### src/rtl/pld_consts.svh
// constants for the loop lock detect and holdover block
// ----------------------------------------------------------------------------
// Notes on behaviour
// - each loop counts comparisons whose phase error is inside the window
// - lock indication rises when the count reaches that loop's threshold
// - one out-of-window comparison drops a held lock at once, except loop2's during holdover
// - each status pin can show loop1 lock, loop2 lock, or both
// - holdover works only when holdover enable is one
// - fixed tune select one drives the fixed code during holdover
// - fixed select zero with tracking drives the last tracked code
// - tune-acquired flag sets after tracking captures; selectable on pins
// - tracked code updates once per multiplier times counter loop1 cycles
// - the tracked code is readable as a read-back value
// - holdover entry puts loop1 charge pump into high impedance
// - holdover drops loop1 lock and raises holdover status
// - loop2 lock held before holdover stays asserted through holdover
// - loop1 keeps trying to lock during holdover
// - holdover status is selectable on either status pin
// - holdover ends by host command or when input-missing clears
// - loop1 lock may serve as the holdover exit criterion
// - exit mode zero exits on input-missing clearing
// - input pick field of 3 forces holdover; exit re-locks to pick
// ----------------------------------------------------------------------------
`ifndef PLD_CONSTS_SVH
`define PLD_CONSTS_SVH

`define PLD_CNT_W      14
`define PLD_TUNE_W     10
`define PLD_MULT_W     15
`define PLD_CNTR_W     8
`define PLD_CNT_ZERO   14'h0000
`define PLD_TUNE_ZERO  10'h000
`define PLD_TUNE_MID   10'h200
`define PLD_ACQ_UPDATES 4'h4
`define PLD_PICK_HOLD  2'h3
`define PLD_PICK_ZERO  2'h0
`define PLD_ACQ_ZERO   4'h0
`define PLD_ACQ_STEP   4'h1
`define PLD_SEL_W      3

`endif

### src/rtl/pld_pkg.sv
// types for the loop lock detect and holdover block
package pld_pkg;
  typedef enum logic [2:0]
  {
    PLD_SEL_LOW   = 3'h0,
    PLD_SEL_LOCK1 = 3'h1,
    PLD_SEL_LOCK2 = 3'h2,
    PLD_SEL_BOTH  = 3'h3,
    PLD_SEL_HOLD  = 3'h4,
    PLD_SEL_ACQ   = 3'h5
  } pld_sel_t;

  typedef enum logic [0:0]
  {
    PLD_ST_RUN  = 1'b0,
    PLD_ST_HOLD = 1'b1
  } pld_state_t;
endpackage

### src/rtl/pld_lock_det.sv
// digital lock detector for one loop
`timescale 1ns/100ps
`include "pld_consts.svh"
module pld_lock_det
(
  // clock and reset
  input  wire logic                   mclk,
  input  wire logic                   rst_n,
  // comparison result
  input  wire logic                   cmp_valid,
  input  wire logic                   cmp_in_window,
  input  wire logic [`PLD_CNT_W-1:0]  lock_threshold,
  // result
  output logic                        locked
);
  import pld_pkg::*;

  logic [`PLD_CNT_W-1:0] count_reg;
  logic                  locked_reg;

  always_ff @(posedge mclk)
  begin
    if (!rst_n)
      count_reg <= `PLD_CNT_ZERO;
    else if (cmp_valid && !cmp_in_window)
      count_reg <= `PLD_CNT_ZERO;
    else if (cmp_valid && count_reg != lock_threshold)
      count_reg <= count_reg + `PLD_CNT_W'(1);
  end

  always_ff @(posedge mclk)
  begin
    if (!rst_n)
      locked_reg <= 1'b0;
    else if (cmp_valid && !cmp_in_window)
      locked_reg <= 1'b0;
    else if (cmp_valid && count_reg + `PLD_CNT_W'(1) >= lock_threshold)
      locked_reg <= 1'b1;
  end

  assign locked = locked_reg;
endmodule

### src/rtl/pld_rate_div.sv
// tracked tune update rate divider, multiplier times counter
`timescale 1ns/100ps
`include "pld_consts.svh"
module pld_rate_div
(
  // clock and reset
  input  wire logic                   mclk,
  input  wire logic                   rst_n,
  // loop1 comparison strobe and rate fields
  input  wire logic                   tick,
  input  wire logic [`PLD_MULT_W-1:0] rate_mult,
  input  wire logic [`PLD_CNTR_W-1:0] rate_cntr,
  // one-cycle update enable
  output logic                        update
);
  import pld_pkg::*;

  logic [`PLD_MULT_W-1:0] mult_reg;
  logic [`PLD_CNTR_W-1:0] cntr_reg;
  logic                   mult_wrap;
  logic                   cntr_wrap;

  // zero fields behave as one so the divider never stalls
  assign mult_wrap = (mult_reg + `PLD_MULT_W'(1) >= rate_mult);
  assign cntr_wrap = (cntr_reg + `PLD_CNTR_W'(1) >= rate_cntr);

  always_ff @(posedge mclk)
  begin
    if (!rst_n)
      mult_reg <= '0;
    else if (tick)
      mult_reg <= mult_wrap ? '0 : mult_reg + `PLD_MULT_W'(1);
  end

  always_ff @(posedge mclk)
  begin
    if (!rst_n)
      cntr_reg <= '0;
    else if (tick && mult_wrap)
      cntr_reg <= cntr_wrap ? '0 : cntr_reg + `PLD_CNTR_W'(1);
  end

  always_ff @(posedge mclk)
  begin
    if (!rst_n)
      update <= 1'b0;
    else
      update <= tick && mult_wrap && cntr_wrap;
  end
endmodule

### src/rtl/pld_top.sv
// lock detect for both loops and loop1 holdover control
`timescale 1ns/100ps
`include "pld_consts.svh"
module pld_top
(
  // clock and reset
  input  wire logic                   mclk,
  input  wire logic                   rst_n,
  // phase comparison results, one-cycle strobes from comparators
  input  wire logic                   loop1_cmp_valid,
  input  wire logic                   loop1_cmp_in_window,
  input  wire logic                   loop2_cmp_valid,
  input  wire logic                   loop2_cmp_in_window,
  // present loop1 tuning code from the tracking converter
  input  wire logic [`PLD_TUNE_W-1:0] loop1_tune_sense,
  // input-missing flag, asynchronous pin level
  input  wire logic                   input_missing_flag,
  // settings
  input  wire logic [`PLD_CNT_W-1:0]  loop1_lock_threshold,
  input  wire logic [`PLD_CNT_W-1:0]  loop2_lock_threshold,
  input  wire pld_pkg::pld_sel_t      status_a_select,
  input  wire pld_pkg::pld_sel_t      status_b_select,
  input  wire logic                   holdover_enable,
  input  wire logic                   track_enable,
  input  wire logic                   fixed_tune_select,
  input  wire logic [`PLD_TUNE_W-1:0] fixed_tune_code,
  input  wire logic [`PLD_MULT_W-1:0] tune_rate_multiplier,
  input  wire logic [`PLD_CNTR_W-1:0] tune_rate_counter,
  input  wire logic                   holdover_exit_on_lock,
  input  wire logic                   holdover_force,
  input  wire logic [1:0]             input_pick_field,
  // status
  output logic                        status_pin_a,
  output logic                        status_pin_b,
  output logic                        loop1_locked,
  output logic                        loop2_locked,
  output logic                        holdover_status,
  output logic                        tune_acquired,
  output logic [`PLD_TUNE_W-1:0]      tune_code_readback,
  // loop1 drive
  output logic                        loop1_pump_hiz,
  output logic                        loop1_tune_drive_en,
  output logic [`PLD_TUNE_W-1:0]      loop1_tune_pin,
  output logic [1:0]                  loop1_input_pick
);
  import pld_pkg::*;

  // --------------------------------------------------------------------------
  // input synchronisation
  // --------------------------------------------------------------------------
  logic missing_meta_reg;
  logic missing_reg;

  always_ff @(posedge mclk)
  begin
    if (!rst_n)
    begin
      missing_meta_reg <= 1'b0;
      missing_reg      <= 1'b0;
    end
    else
    begin
      missing_meta_reg <= input_missing_flag;
      missing_reg      <= missing_meta_reg;
    end
  end

  logic missing_prev_reg;

  always_ff @(posedge mclk)
  begin
    if (!rst_n)
      missing_prev_reg <= 1'b0;
    else
      missing_prev_reg <= missing_reg;
  end

  // --------------------------------------------------------------------------
  // lock detectors
  // --------------------------------------------------------------------------
  logic lock1_raw;
  logic lock2_raw;

  // loop1 keeps comparing in holdover so lock may be re-acquired
  pld_lock_det u_lock1
  (
    .mclk           (mclk),
    .rst_n          (rst_n),
    .cmp_valid      (loop1_cmp_valid),
    .cmp_in_window  (loop1_cmp_in_window),
    .lock_threshold (loop1_lock_threshold),
    .locked         (lock1_raw)
  );

  pld_lock_det u_lock2
  (
    .mclk           (mclk),
    .rst_n          (rst_n),
    .cmp_valid      (loop2_cmp_valid),
    .cmp_in_window  (loop2_cmp_in_window),
    .lock_threshold (loop2_lock_threshold),
    .locked         (lock2_raw)
  );

  // --------------------------------------------------------------------------
  // holdover state
  // --------------------------------------------------------------------------
  pld_state_t state_reg;
  pld_state_t state_next;
  logic       enter_req;
  logic       exit_req;
  logic       lock1_prev_reg;
  logic       pick_forced;

  assign pick_forced = (input_pick_field == `PLD_PICK_HOLD);

  // entry on host force, pick field 3, or input going missing
  assign enter_req = holdover_enable &&
                     (holdover_force || pick_forced ||
                      (missing_reg && !missing_prev_reg));

  // automatic exit: missing clears, or loop1 lock regained
  // a held force or pick of 3 blocks both exits; only clearing holdover_enable ends holdover then
  always_comb
  begin
    exit_req = 1'b0;
    if (!holdover_enable || (!holdover_force && !pick_forced &&
                             missing_prev_reg && !missing_reg && !holdover_exit_on_lock))
      exit_req = 1'b1;
    if (holdover_exit_on_lock && !holdover_force && !pick_forced &&
        !missing_reg && lock1_raw && !lock1_prev_reg)
      exit_req = 1'b1;
  end

  always_ff @(posedge mclk)
  begin
    if (!rst_n)
      lock1_prev_reg <= 1'b0;
    else
      lock1_prev_reg <= lock1_raw;
  end

  always_comb
  begin
    state_next = state_reg;
    unique case (state_reg)
      PLD_ST_RUN:
        if (enter_req)
          state_next = PLD_ST_HOLD;
      PLD_ST_HOLD:
        if (exit_req)
          state_next = PLD_ST_RUN;
    endcase
  end

  always_ff @(posedge mclk)
  begin
    if (!rst_n)
      state_reg <= PLD_ST_RUN;
    else
      state_reg <= state_next;
  end

  // last chosen real input kept so exit re-locks to it
  logic [1:0] pick_last_reg;

  always_ff @(posedge mclk)
  begin
    if (!rst_n)
      pick_last_reg <= `PLD_PICK_ZERO;
    else if (!pick_forced)
      pick_last_reg <= input_pick_field;
  end

  // --------------------------------------------------------------------------
  // tracking of loop1 tune code
  // --------------------------------------------------------------------------
  logic                   update_en;
  logic [`PLD_TUNE_W-1:0] track_reg;
  logic [3:0]             acq_cnt_reg;
  logic                   acquired_reg;
  logic                   in_hold;

  assign in_hold = (state_reg == PLD_ST_HOLD);

  pld_rate_div u_rate
  (
    .mclk      (mclk),
    .rst_n     (rst_n),
    .tick      (loop1_cmp_valid),
    .rate_mult (tune_rate_multiplier),
    .rate_cntr (tune_rate_counter),
    .update    (update_en)
  );

  // frozen in holdover so the code stays at the last good value
  // the entry edge is frozen too, so the held code predates the event
  always_ff @(posedge mclk)
  begin
    if (!rst_n)
      track_reg <= `PLD_TUNE_MID;
    else if (track_enable && state_next != PLD_ST_HOLD && update_en)
      track_reg <= loop1_tune_sense;
  end

  // acquired after a few updates; tracking error settles within them
  always_ff @(posedge mclk)
  begin
    if (!rst_n)
      acq_cnt_reg <= `PLD_ACQ_ZERO;
    else if (!track_enable)
      acq_cnt_reg <= `PLD_ACQ_ZERO;
    else if (update_en && !in_hold && acq_cnt_reg != `PLD_ACQ_UPDATES)
      acq_cnt_reg <= acq_cnt_reg + `PLD_ACQ_STEP;
  end

  always_ff @(posedge mclk)
  begin
    if (!rst_n)
      acquired_reg <= 1'b0;
    else
      acquired_reg <= track_enable && (acq_cnt_reg == `PLD_ACQ_UPDATES);
  end

  // --------------------------------------------------------------------------
  // status functions and outputs
  // --------------------------------------------------------------------------
  logic lock1_eff;
  logic lock2_eff;
  logic lock2_held_reg;

  // loop2 lock at holdover entry is held until exit
  always_ff @(posedge mclk)
  begin
    if (!rst_n)
      lock2_held_reg <= 1'b0;
    else if (state_reg == PLD_ST_RUN && state_next == PLD_ST_HOLD)
      lock2_held_reg <= lock2_raw;
    else if (!in_hold)
      lock2_held_reg <= 1'b0;
  end

  // next state used so lock drops on the edge that holdover shows
  assign lock1_eff = lock1_raw && (state_next != PLD_ST_HOLD);
  assign lock2_eff = lock2_raw || lock2_held_reg;

  function automatic logic pick_status(input pld_sel_t sel, input logic l1,
                                       input logic l2, input logic hold,
                                       input logic acq);
    logic r;
    r = 1'b0;
    unique case (sel)
      PLD_SEL_LOW:   r = 1'b0;
      PLD_SEL_LOCK1: r = l1;
      PLD_SEL_LOCK2: r = l2;
      PLD_SEL_BOTH:  r = l1 && l2;
      PLD_SEL_HOLD:  r = hold;
      PLD_SEL_ACQ:   r = acq;
      default:       r = 1'b0;
    endcase
    return r;
  endfunction

  logic hold_now;
  assign hold_now = (state_next == PLD_ST_HOLD);

  always_ff @(posedge mclk)
  begin
    if (!rst_n)
    begin
      status_pin_a <= 1'b0;
      status_pin_b <= 1'b0;
    end
    else
    begin
      status_pin_a <= pick_status(status_a_select, lock1_eff, lock2_eff,
                                  hold_now, acquired_reg);
      status_pin_b <= pick_status(status_b_select, lock1_eff, lock2_eff,
                                  hold_now, acquired_reg);
    end
  end

  always_ff @(posedge mclk)
  begin
    if (!rst_n)
    begin
      loop1_locked    <= 1'b0;
      loop2_locked    <= 1'b0;
      holdover_status <= 1'b0;
      tune_acquired   <= 1'b0;
    end
    else
    begin
      loop1_locked    <= lock1_eff;
      loop2_locked    <= lock2_eff;
      holdover_status <= hold_now;
      tune_acquired   <= acquired_reg;
    end
  end

  always_ff @(posedge mclk)
  begin
    if (!rst_n)
      tune_code_readback <= `PLD_TUNE_MID;
    else
      tune_code_readback <= track_reg;
  end

  // --------------------------------------------------------------------------
  // loop1 drive in holdover
  // --------------------------------------------------------------------------
  always_ff @(posedge mclk)
  begin
    if (!rst_n)
    begin
      loop1_pump_hiz      <= 1'b0;
      loop1_tune_drive_en <= 1'b0;
      loop1_tune_pin      <= `PLD_TUNE_ZERO;
    end
    else
    begin
      loop1_pump_hiz      <= hold_now;
      loop1_tune_drive_en <= hold_now;
      // code kept current outside holdover so entry needs no settling
      if (fixed_tune_select)
        loop1_tune_pin <= fixed_tune_code;
      else if (track_enable)
        loop1_tune_pin <= track_reg;
      else
        loop1_tune_pin <= fixed_tune_code;
    end
  end

  // pick 3 is no real input, so the loop is shown the last real one
  always_ff @(posedge mclk)
  begin
    if (!rst_n)
      loop1_input_pick <= `PLD_PICK_ZERO;
    else
      loop1_input_pick <= pick_forced ? pick_last_reg : input_pick_field;
  end
endmodule

### config.mk
export PLATFORM = sky130hd
export DESIGN_NAME = pld_top
export DESIGN_NICKNAME = d
export VERILOG_FILES = /design/src/rtl/pld_pkg.sv /design/src/rtl/pld_lock_det.sv /design/src/rtl/pld_rate_div.sv /design/src/rtl/pld_top.sv
export VERILOG_INCLUDE_DIRS = /design/src /design/src/rtl
export SDC_FILE = /design/constraint.sdc
export NUM_CORES = 1
export LEC_CHECK = 0
export BUFFER_PORTS_ARGS = -buffer_cell sky130_fd_sc_hd__buf_2
export CAP_MARGIN = 5
export CORE_AREA = 2 2 105 107
export CTS_CLUSTER_DIAMETER = 100
export DETAILED_ROUTE_END_ITERATION = 16
export DIE_AREA = 0 0 107 109
export GPL_TIMING_DRIVEN = 1
export HOLD_SLACK_MARGIN = 0.02
export PLACE_DENSITY_LB_ADDON = 0.08
export REMOVE_ABC_BUFFERS = 1
export SYNTH_ARGS = -nofsm -noshare
export SYNTH_HDL_FRONTEND = slang
export SYNTH_SLANG_ARGS = --single-unit
### constraint.sdc
create_clock -name mclk -period 9.55 [get_ports mclk]
set_input_delay 0.955 -clock mclk [delete_from_list [all_inputs] [get_ports mclk]]
set_output_delay 0.955 -clock mclk [all_outputs]
set_load 0.005 [all_outputs]
==> results of run 1 <==
## worst max-delay path by stage
stage / slack (ns) / cells past startpoint / from / endpoint
finish: 5.82 / 13 / u_rate.mult_reg[2] / u_rate.mult_reg[12]
CTS: 5.85 / 13 / u_rate.mult_reg[2] / u_rate.mult_reg[12]
global placement: 6.01 / 13 / u_rate.mult_reg[2] / u_rate.mult_reg[10]
global route: 5.35 / 13 / u_rate.mult_reg[0] / u_rate.cntr_reg[3]
detailed placement: 5.87 / 13 / u_rate.mult_reg[2] / u_rate.mult_reg[11]
floorplan: 6.50 / 13 / u_rate.mult_reg[2] / u_rate.cntr_reg[3]
## layer usage
metal / vias to the layer above / share of wire / GRT usage / wire (um)
met5: - / 0 / 0 / 0
li1: 2814 / - / - / -
met4: 0 / 0.010 / 0.0686 / 146
met1: 2572 / 0.46 / 0.316 / 6500
met2: 130 / 0.49 / 0.434 / 6860
met3: 14 / 0.044 / 0.0406 / 625
## layout by cell type (no fill, tap or decap), drive strengths merged, types with 2 or more instances in the layout
cell and instances:
a22oi 5, dfxtp 102, ha 57, nand2b 8
o31ai 6, xor2 44, mux2i 16, nor4 7
nand3 41, a2111o 2, inv 69, o211ai 13
o21a 5, a211oi 2, a21oi 44, o21ai 22
clkbuf 9, a41o 2, buf 123, and2 21
nor2b 7, nor3b 2, nor2 49, xnor2 37
or2 2, a21o 8, or3 2, nor3 10
a32o 4, o22ai 2, a31oi 3, a41oi 3
clkinv 6, or4 11, and3 21, nand4 9
nand2 88
## cells by family after synthesis
family          share of synthesized area
compound gates                      0.132
xor+xnor                            0.113
fa+ha+maj                           0.114
buf+inv                            0.0609
flops                               0.326
mux                                0.0256
simple gates                        0.229
## worst max-delay path, delay by kind of cell (launching register included)
family                     cells  cell delay, ns
and+or+nand+nor                7            1.56
AOI/OAI and AO/OA              5            1.35
DFF                            1            0.44
adders and majority gates      1            0.29
## area by class of cell
type	count	area share
Multi-Input combinational cell	561	0.537
Sequential cell	102	0.285
Timing Repair Buffer	123	0.0871
Tap cell	140	0.0245
Clock buffer	9	0.0173
Inverter	68	0.0357
Clock inverter	7	0.0128
## where the power goes
part | switching [W] | internal (W)
clock | 0.000175 | 0.000107
sequential | 0.00000401 | 0.000431
combinational | 0.0000495 | 0.0000366
total | 0.000229 | 0.000574
## per-stage QoR
step                      utilization  area [sq um]  setup slack (ns)
after CTS                       0.675          7150              5.85
after floorplan                     -          6140              6.50
after global placement          0.654          6940              6.01
after detailed placement        0.654          6940              5.87
after global routing            0.675          7150              5.35
final                           0.675          7150              5.82
==> flow_results.org, run 1 <==
** Floorplan
- Die area :: 0.0117 sq mm
- Site Rows :: 38
- Floorplan die width :: 107 um
- Starting Density :: 0.591
- Core box area :: 0.0106 sq mm
- The die is 109 um tall.
- Boundary Pins :: 121

** Cells and area
- Excluding fillers, the count of instances in the completed layout stands at 1,010.
- Compared with the post-synthesis result, the final layout area differs by 14.2%.
- Fillers :: 937
- Layout cells sized above 1 :: 0.178
- At the end of the flow, the number of nets in the layout was 1,013.
- Reg area :: 0.00204 sq mm
- The repair_antennas step left the layout with diodes totalling 0.
- The register with the most flip-flops in the layout has 15 of them.
- The multi-input combinational cells in the finished layout cover a total of 0.00384 sq mm.

** Logic synthesis
- Total number of yosys warnings :: 0
- After synthesis the cells add up to 0.00627 sq mm.
- The most common cell in the synthesized netlist is sky130_fd_sc_hd__dfxtp_1.
- In the synthesized netlist the async set-or-reset flop fraction comes to 0.
- Count of state elements after synthesis :: 102
- Synthesis instantiated 55 different standard cells from the library.
- Most frequently used flop master after synthesis :: sky130_fd_sc_hd__dfxtp_1
- Synth top area cells :: sky130_fd_sc_hd__dfxtp_1, sky130_fd_sc_hd__ha_1, sky130_fd_sc_hd__xor2_1
- Fraction of synthesized cell area taken by the top area cell type :: 0.326
- The synthesized design contains 0 enable-type register cells.
- Part of the Yosys area used for sequential elements :: 0.326
- Synthesized netlist cell count :: 760
- Sorting the synthesized cells by how often they occur yields sky130_fd_sc_hd__dfxtp_1, sky130_fd_sc_hd__nand2_1, sky130_fd_sc_hd__inv_1.
- Yosys top cell by area :: sky130_fd_sc_hd__dfxtp_1
- Synth Area per Inst :: 8.25 sq um

** Place
- Last weighted congestion value of the routability-driven placer :: 0.874
- Once placement completed, the tool counted placed cells totaling 994.
- Detail Placement HPWL :: 10.7 mm
- Port Buffer Count :: 120

** Routing
- DRC violations left :: 0
- Total wire length after detailed routing :: 14.1 mm
- Detailed-routing iteration count for the pre-antenna-repair pass :: 5
- Post-detailed-route wirelength per cell :: 14.0 um
- Number of DRC markers after the initial detailed-route iteration :: 230
- Using the TritonRoute via totals, the vias-per-cell ratio works out to 5.48.
- Once detail routing completed, the nets flagged for antenna violations numbered 0.
- Vias :: 5,530

** STA
- Slew margin rel. :: 0.249
- Period minus WS final :: 3.73 ns
- At the pin with the least slew margin, the transition time is 1.12 ns.
- Finish-stage setup viols :: 0
- Setup repair after global routing left no endpoint under its margin.
- Across all hold checks on the routed design, the worst slack comes to 0.448 ns.
- The total count of hold-check failures in the final report is 0.
- Final Cycle Share :: 0.390
- After routing, the total negative slack on setup checks comes to 0 ns.
- The max-slew violation total from the final report came to 0.
- Between clock sinks in the finished design, the worst skew comes to 0.00964 ns.
- Based on the critical path, the design can be clocked at up to 268 MHz.

** Setup path
- Maximum fanout along the worst path :: 15
- Delay of the slowest cell on the worst path :: 0.51 ns
- The signal on the critical path passes through and3_1, and3_1, nand3_1, or2_2, nand2_1, nand2_1, ha_1, o21ai_0, o21ai_0, o21ai_0, o21a_1, nand3_1, o31ai_1.
- The worst register-to-register path ends at u_rate.mult_reg[12].
- The cell that appears most often on the critical path is sky130_fd_sc_hd__o21ai_0.
- Critical path launch point type :: flop
- The worst setup path is of the reg -> reg kind.
- Reg-to-reg startpoint :: u_rate.mult_reg[2]
- For the worst setup path, the data arrival time is 4.02 ns.
- Data required time at the worst endpoint :: 9.84 ns
- The worst setup path is captured at a flop.
- The worst register-to-register path has a setup slack of 5.82 ns.
- The worst register-to-register path has a depth of 13.
- Worst path slowest cell :: sky130_fd_sc_hd__o21a_1

** Clock tree
- TritonCTS clock tree :: done
- Buffers inserted to repair hold after CTS numbered 0.
- In this run, post-CTS repair resized a total of 0 instances.
- Root buffer selected by CTS :: sky130_fd_sc_hd__clkbuf_8
- The clock passes through at most 2 buffers.
- Clock sink count :: 102
- Buffers inserted during clock tree synthesis total 9.
- Clock-pin slew was measured on the worst setup and hold paths at 0.11 ns.
- The later pin in the worst-skew pair is clocked with a latency of 0.38 ns.
- After clock tree synthesis, the setup repair step added 0 buffers.
- Maximum level of the CTS H-tree :: 3

** Power
- Static Leak :: 3.50 nW
- Power density over the cells :: 112 mW/mm^2
- Summing internal, switching and leakage power gives 0.000803 W.
- Maximum vdd drop :: 0.0000694 V

** Hold path
- In this run the most critical hold path is launched from loop1_input_pick[0].
- The path class of the tightest hold or removal check is reg -> reg.
- Along the worst hold path, the cell count comes to 2.
- For hold timing, the worst endpoint is loop1_input_pick[0].

** Job
- Across the run, the number of max-cap violations was 0.

** Global routing
- For this run, the total global-route usage over all layers was measured as 0.248.
- Entering global routing, the biggest net connects 40 pins.
- The initial antenna violation count is 0.
- Congestion Overflow GR :: 0
- Vias in the first global route :: 5,213
- First-pass GRT wire length :: 23.5 mm

** Run status
- The flow ran to the end, and the final reports show no timing, DRC or antenna violations.
Power figures use the tool's default switching activity.
==> run 2: changes to the inputs <==
- ABC_AREA: unset -> 1
- CORE_AREA: 2 2 105 107 -> 2 2 118 120
- DIE_AREA: 0 0 107 109 -> 0 0 120 122
- clock period: 9.55 -> 3.3 ns (I/O delays scaled with it)
==> run 2 against run 1 <==
  * Die area increased by 26%
  * Worst setup slack got worse by 5.4 ns
  * Combinational power increased to 4.2 times the previous value
  * Sequential share of layout area decreased by 2.2 points
  * Critical path depth increased by 4
  * Critical endpoint is now u_rate.mult_reg[0]
  * Clock power increased to 4.0 times the previous value
  * Design area increased by 8.5%
==> flow_results.org, run 2 <==
** Clock tree
- The clock tree root buffer cell is sky130_fd_sc_hd__clkbuf_16 (was sky130_fd_sc_hd__clkbuf_8).
- The H-tree level count was 3 (unchanged).
- The total CTS buffers came to 9 (unchanged).
- The clock transition at the registers of the reported paths is 0.07 ns (was 0.11 ns).
- The insertion delay of the later-clocked pin in the worst-skew pair was 0.36 ns (was 0.38 ns).
- Hold bufs inserted after CTS :: 0 (unchanged)
- Clock sink count :: 102 (unchanged)
- TritonCTS clock tree :: done (unchanged)
- Maximum count of clock buffers along a single path :: 2 (unchanged)

** Power
- The logic gate share of total power came to 0.130 (was 0.107).
- Share of power burned in registers :: 0.463 (was 0.542)
- The relative contribution of the clock network to total power is 0.406 (was 0.351).
- Power density over the cells :: 357 mW/mm^2 (was 112 mW/mm^2)
- Cell internal pwr :: 0.00201 W (was 0.000574 W)
- The cell leakage power was 4.14 nW (was 3.50 nW).
- Net switching share of the total power :: 0.273 (was 0.285)
- Maximum vdd drop :: 0.000235 V (was 0.0000694 V)
- Switch Pwr :: 0.000757 W (was 0.000229 W)

** Floorplan
- The effective utilization at floorplan was 0.498 (was 0.591).
- Boundary Pins :: 121 (unchanged)
- The placeable core region was 0.0135 sq mm (was 0.0106 sq mm).
- The chip width was 120 um (was 107 um).
- Die area :: 0.0146 sq mm (was 0.0117 sq mm)
- The row count is 43 (was 38).
- The die span in y came to 122 um (was 109 um).

** Setup path
- Ordered list of cells on the worst path :: nand2_1, nor2_2, nand2_1, nor2_1, nand3_1, nand2_1, nand2_1, ha_1, nand2_1, inv_1, nand2_1, nand2_1, a21oi_4, nand3_2, nand2_2, nand2_2, a21oi_1 (was and3_1, and3_1, nand3_1, or2_2, nand2_1, nand2_1, ha_1, o21ai_0, o21ai_0, o21ai_0, o21a_1, nand3_1, o31ai_1)
- The critical path endpoint category is a flop (unchanged).
- The number of cells traversed by the worst register-to-register path is 17 (was 13).
- Worst path most repeated cell :: sky130_fd_sc_hd__nand2_1 (was sky130_fd_sc_hd__o21ai_0)
- Capture point of the worst reg-to-reg path :: u_rate.mult_reg[0] (was u_rate.mult_reg[12])
- The data required time of the critical path is 3.57 ns (was 9.84 ns).
- Worst path slowest cell :: sky130_fd_sc_hd__dfxtp_1 (was sky130_fd_sc_hd__o21a_1)
- Delay of the slowest cell on the worst path :: 0.42 ns (was 0.51 ns)
- Worst setup slack for register-to-register paths :: 0.38 ns (was 5.82 ns)
- Critical path launch point type :: flop (unchanged)
- The critical path class is reg -> reg (unchanged).
- The data arrival time of the critical path is 3.19 ns (was 4.02 ns).
- The largest fanout on the critical path came to 10 (was 15).
- Reg-to-reg startpoint :: u_rate.mult_reg[2] (unchanged)

** Logic synthesis
- The flip-flop and latch count after synthesis came to 102 (unchanged).
- The gate count after technology mapping is 1,016 (was 760).
- Number of enable-type register cells in the synthesized netlist :: 0 (unchanged)
- Post-synthesis cell type count :: 38 (was 55)
- The cell taking the most area after synthesis is sky130_fd_sc_hd__dfxtp_1 (unchanged).
- Top cells by instance count after synthesis: sky130_fd_sc_hd__nand2_1, sky130_fd_sc_hd__inv_1, sky130_fd_sc_hd__nor2_1 (was sky130_fd_sc_hd__dfxtp_1, sky130_fd_sc_hd__nand2_1, sky130_fd_sc_hd__inv_1).
- Fraction of synthesized cell area taken by the top area cell type :: 0.304 (was 0.326)
- Synth Area per Inst :: 6.61 sq um (was 8.25 sq um)
- The most frequent cell after synthesis is sky130_fd_sc_hd__nand2_1 (was sky130_fd_sc_hd__dfxtp_1).
- The proportion of register bits with asynchronous set or reset after synthesis came to 0 (unchanged).
- Total number of yosys warnings :: 0 (unchanged)
- Synth top area cells: sky130_fd_sc_hd__dfxtp_1, sky130_fd_sc_hd__nand2_1, sky130_fd_sc_hd__ha_1 (was sky130_fd_sc_hd__dfxtp_1, sky130_fd_sc_hd__ha_1, sky130_fd_sc_hd__xor2_1).
- Most frequently used flop master after synthesis :: sky130_fd_sc_hd__dfxtp_1 (unchanged)
- The netlist area before placement is 0.00672 sq mm (was 0.00627 sq mm).
- Part of the Yosys area used for sequential elements :: 0.304 (was 0.326)

** Hold path
- Startpoint of the tightest hold check path :: input_missing_flag (was loop1_input_pick[0])
- The number of cells on the worst hold path is 3 (was 2).
- The end point of the most critical hold path is missing_meta_reg (was loop1_input_pick[0]).
- Tightest Hold Check Type :: in -> reg (was reg -> reg)

** Routing
- Number of DRC markers after the initial detailed-route iteration :: 363 (was 230)
- The number of iterations in the first detailed-routing pass came to 4 (was 5).
- Total wire length after detailed routing :: 15.0 mm (was 14.1 mm)
- The overall via count from detail_route was 6,201 (was 5,530).
- The per-cell via count in the routed design is 4.72 (was 5.48).
- Post-detailed-route wirelength per cell :: 11.4 um (was 14.0 um)
- Post-route ant nets :: 0 (unchanged)
- The detailed-route DRC error count came to 0 (unchanged).

** STA
- The clock skew after layout is 0.00993 ns (was 0.00964 ns).
- The setup TNS came to 0 ns (unchanged).
- Slew margin rel. :: 0.314 (was 0.249)
- The number of endpoints failing setup at the final stage is 0 (unchanged).
- The share of the cycle needed by the critical path after routing came to 0.884 (was 0.390).
- Period minus WS final :: 2.92 ns (was 3.73 ns)
- The max-slew violation total from the final report came to 0 (unchanged).
- RSZ-0062 raised after global routing: false (unchanged).
- The actual transition at the worst max-transition pin is 1.02 ns (was 1.12 ns).
- Final hold vios :: 0 (unchanged)
- Top achievable clock speed :: 343 MHz (was 268 MHz)

** Place
- The weighted congestion at the end of routability-driven global placement came to 0.901 (was 0.874).
- The half-perimeter wire length after detailed placement was 11.7 mm (was 10.7 mm).
- Port Buffer Count :: 120 (unchanged)
- The count of placed standard cells including taps was 1,297 (was 994).

** Global routing
- Vias in the first global route :: 5,507 (was 5,213)
- Initial antenna violation count :: 0 (unchanged)
- The wire length of the first global-routing pass is 25.3 mm (was 23.5 mm).
- Congestion Overflow GR :: 0 (unchanged)
- Largest net degree at the start of global routing :: 47 (was 40)
- Total routing resource utilization after global routing :: 0.211 (was 0.248)

** Cells and area
- Most frequent cells in the layout :: sky130_fd_sc_hd__nand2_1, sky130_fd_sc_hd__inv_1, sky130_fd_sc_hd__buf_2 (was sky130_fd_sc_hd__buf_2, sky130_fd_sc_hd__dfxtp_1, sky130_fd_sc_hd__nand2_1)
- The net total in the final layout was 1,276 (was 1,013).
- Commonest non-fill, non-tap cell in the layout :: sky130_fd_sc_hd__nand2_1 (was sky130_fd_sc_hd__buf_2)
- The count of non-filler cells in the finished layout came to 1,313 (was 1,010).
- Layout cells sized above 1 :: 0.149 (was 0.178)
- The area added between synthesis and finish is 15.5% (was 14.2%).
- Fin util :: 0.575 (was 0.675)
- Number of flip-flops in the largest register :: 15 (unchanged)
- The antenna diode instance count is 0 (unchanged).
- Fillers :: 1,373 (was 937)

** Job
- The count of maximum capacitance violations came to 0 (unchanged).

** Run status
- Outcome: complete, no violations (unchanged).
[run 2: worst max-delay path by stage]
stage,start,endpoint,slack (ns),cells past startpoint
CTS,u_rate.mult_reg[0],u_rate.mult_reg[0],0.35,16
global route,u_rate.mult_reg[0],u_rate.cntr_reg[7],0.06,15
global placement,u_rate.mult_reg[0],u_rate.mult_reg[11],0.47,16
detailed placement,u_rate.mult_reg[0],u_rate.mult_reg[14],0.41,16
finish,u_rate.mult_reg[2],u_rate.mult_reg[0],0.38,17
floorplan,u_rate.mult_reg[0],u_rate.mult_reg[14],0.82,16
[run 2: cells by family after synthesis]
family,count (synthesis),synth area share
simple gates,502,0.326
buf+inv,202,0.119
compound gates,110,0.0886
flops,102,0.304
fa+ha+maj,57,0.106
xor+xnor,43,0.0560
[run 2: through the flow]
stage,hold slack [ns],worst slack (ns),area [sq um],power (W)
finish,0.157,0.382,7760,0.00277
global route,0.151,0.0607,7760,0.00291
CTS,0.148,0.352,7760,0.00281
detailed placement,0.414,0.408,7450,0.00168
global placement,0.413,0.473,7450,0.00167
floorplan,0.390,0.817,6590,0.00152
[run 2: repair_timing]
| item | 4_1_cts | 5_1_grt |
|---|---|---|
| endpoints found under the setup margin | 0 | 9 |
| setup buffers | 0 | 0 |
| resized for setup | 0 | 1 |
[run 2: worst max-delay path, delay by kind of cell, from the launching register on]
family | cells | cell delay (ns)
simple gates | 13 | 1.66
flops | 1 | 0.42
buf+inv | 1 | 0.06
fa+ha+maj | 1 | 0.27
compound gates | 2 | 0.43
[run 2: area by class of cell]
type | count | area [sq um] | share of cell area
Clock inverter | 7 | 88.8 | 0.0114
Clock buffer | 9 | 225 | 0.0290
Sequential cell | 102 | 2040 | 0.263
Multi-Input combinational cell | 712 | 3880 | 0.500
Timing Repair Buffer | 124 | 631 | 0.0812
Tap cell | 180 | 225 | 0.0290
Inverter | 179 | 672 | 0.0865
[run 2: power by group through the flow]
stage / logic [W] / registers [W] / clock network [W]
6_report: 0.000361 / 0.00128 / 0.00113
5_1_grt: 0.000419 / 0.00129 / 0.00121
4_1_cts: 0.000365 / 0.00128 / 0.00116
3_5_place_dp: 0.000362 / 0.00131 / 0
3_3_place_gp: 0.000361 / 0.00131 / 0
2_1_floorplan: 0.000214 / 0.00131 / 0
[run 2: metal layers]
metal | vias up | global-route usage | routed length (um)
met1 | 2679 | 0.293 | 7650
li1 | 3425 | - | -
met2 | 84 | 0.343 | 6750
met4 | 0 | 0.0574 | 190
met5 | - | 0 | 0
met3 | 13 | 0.0300 | 434
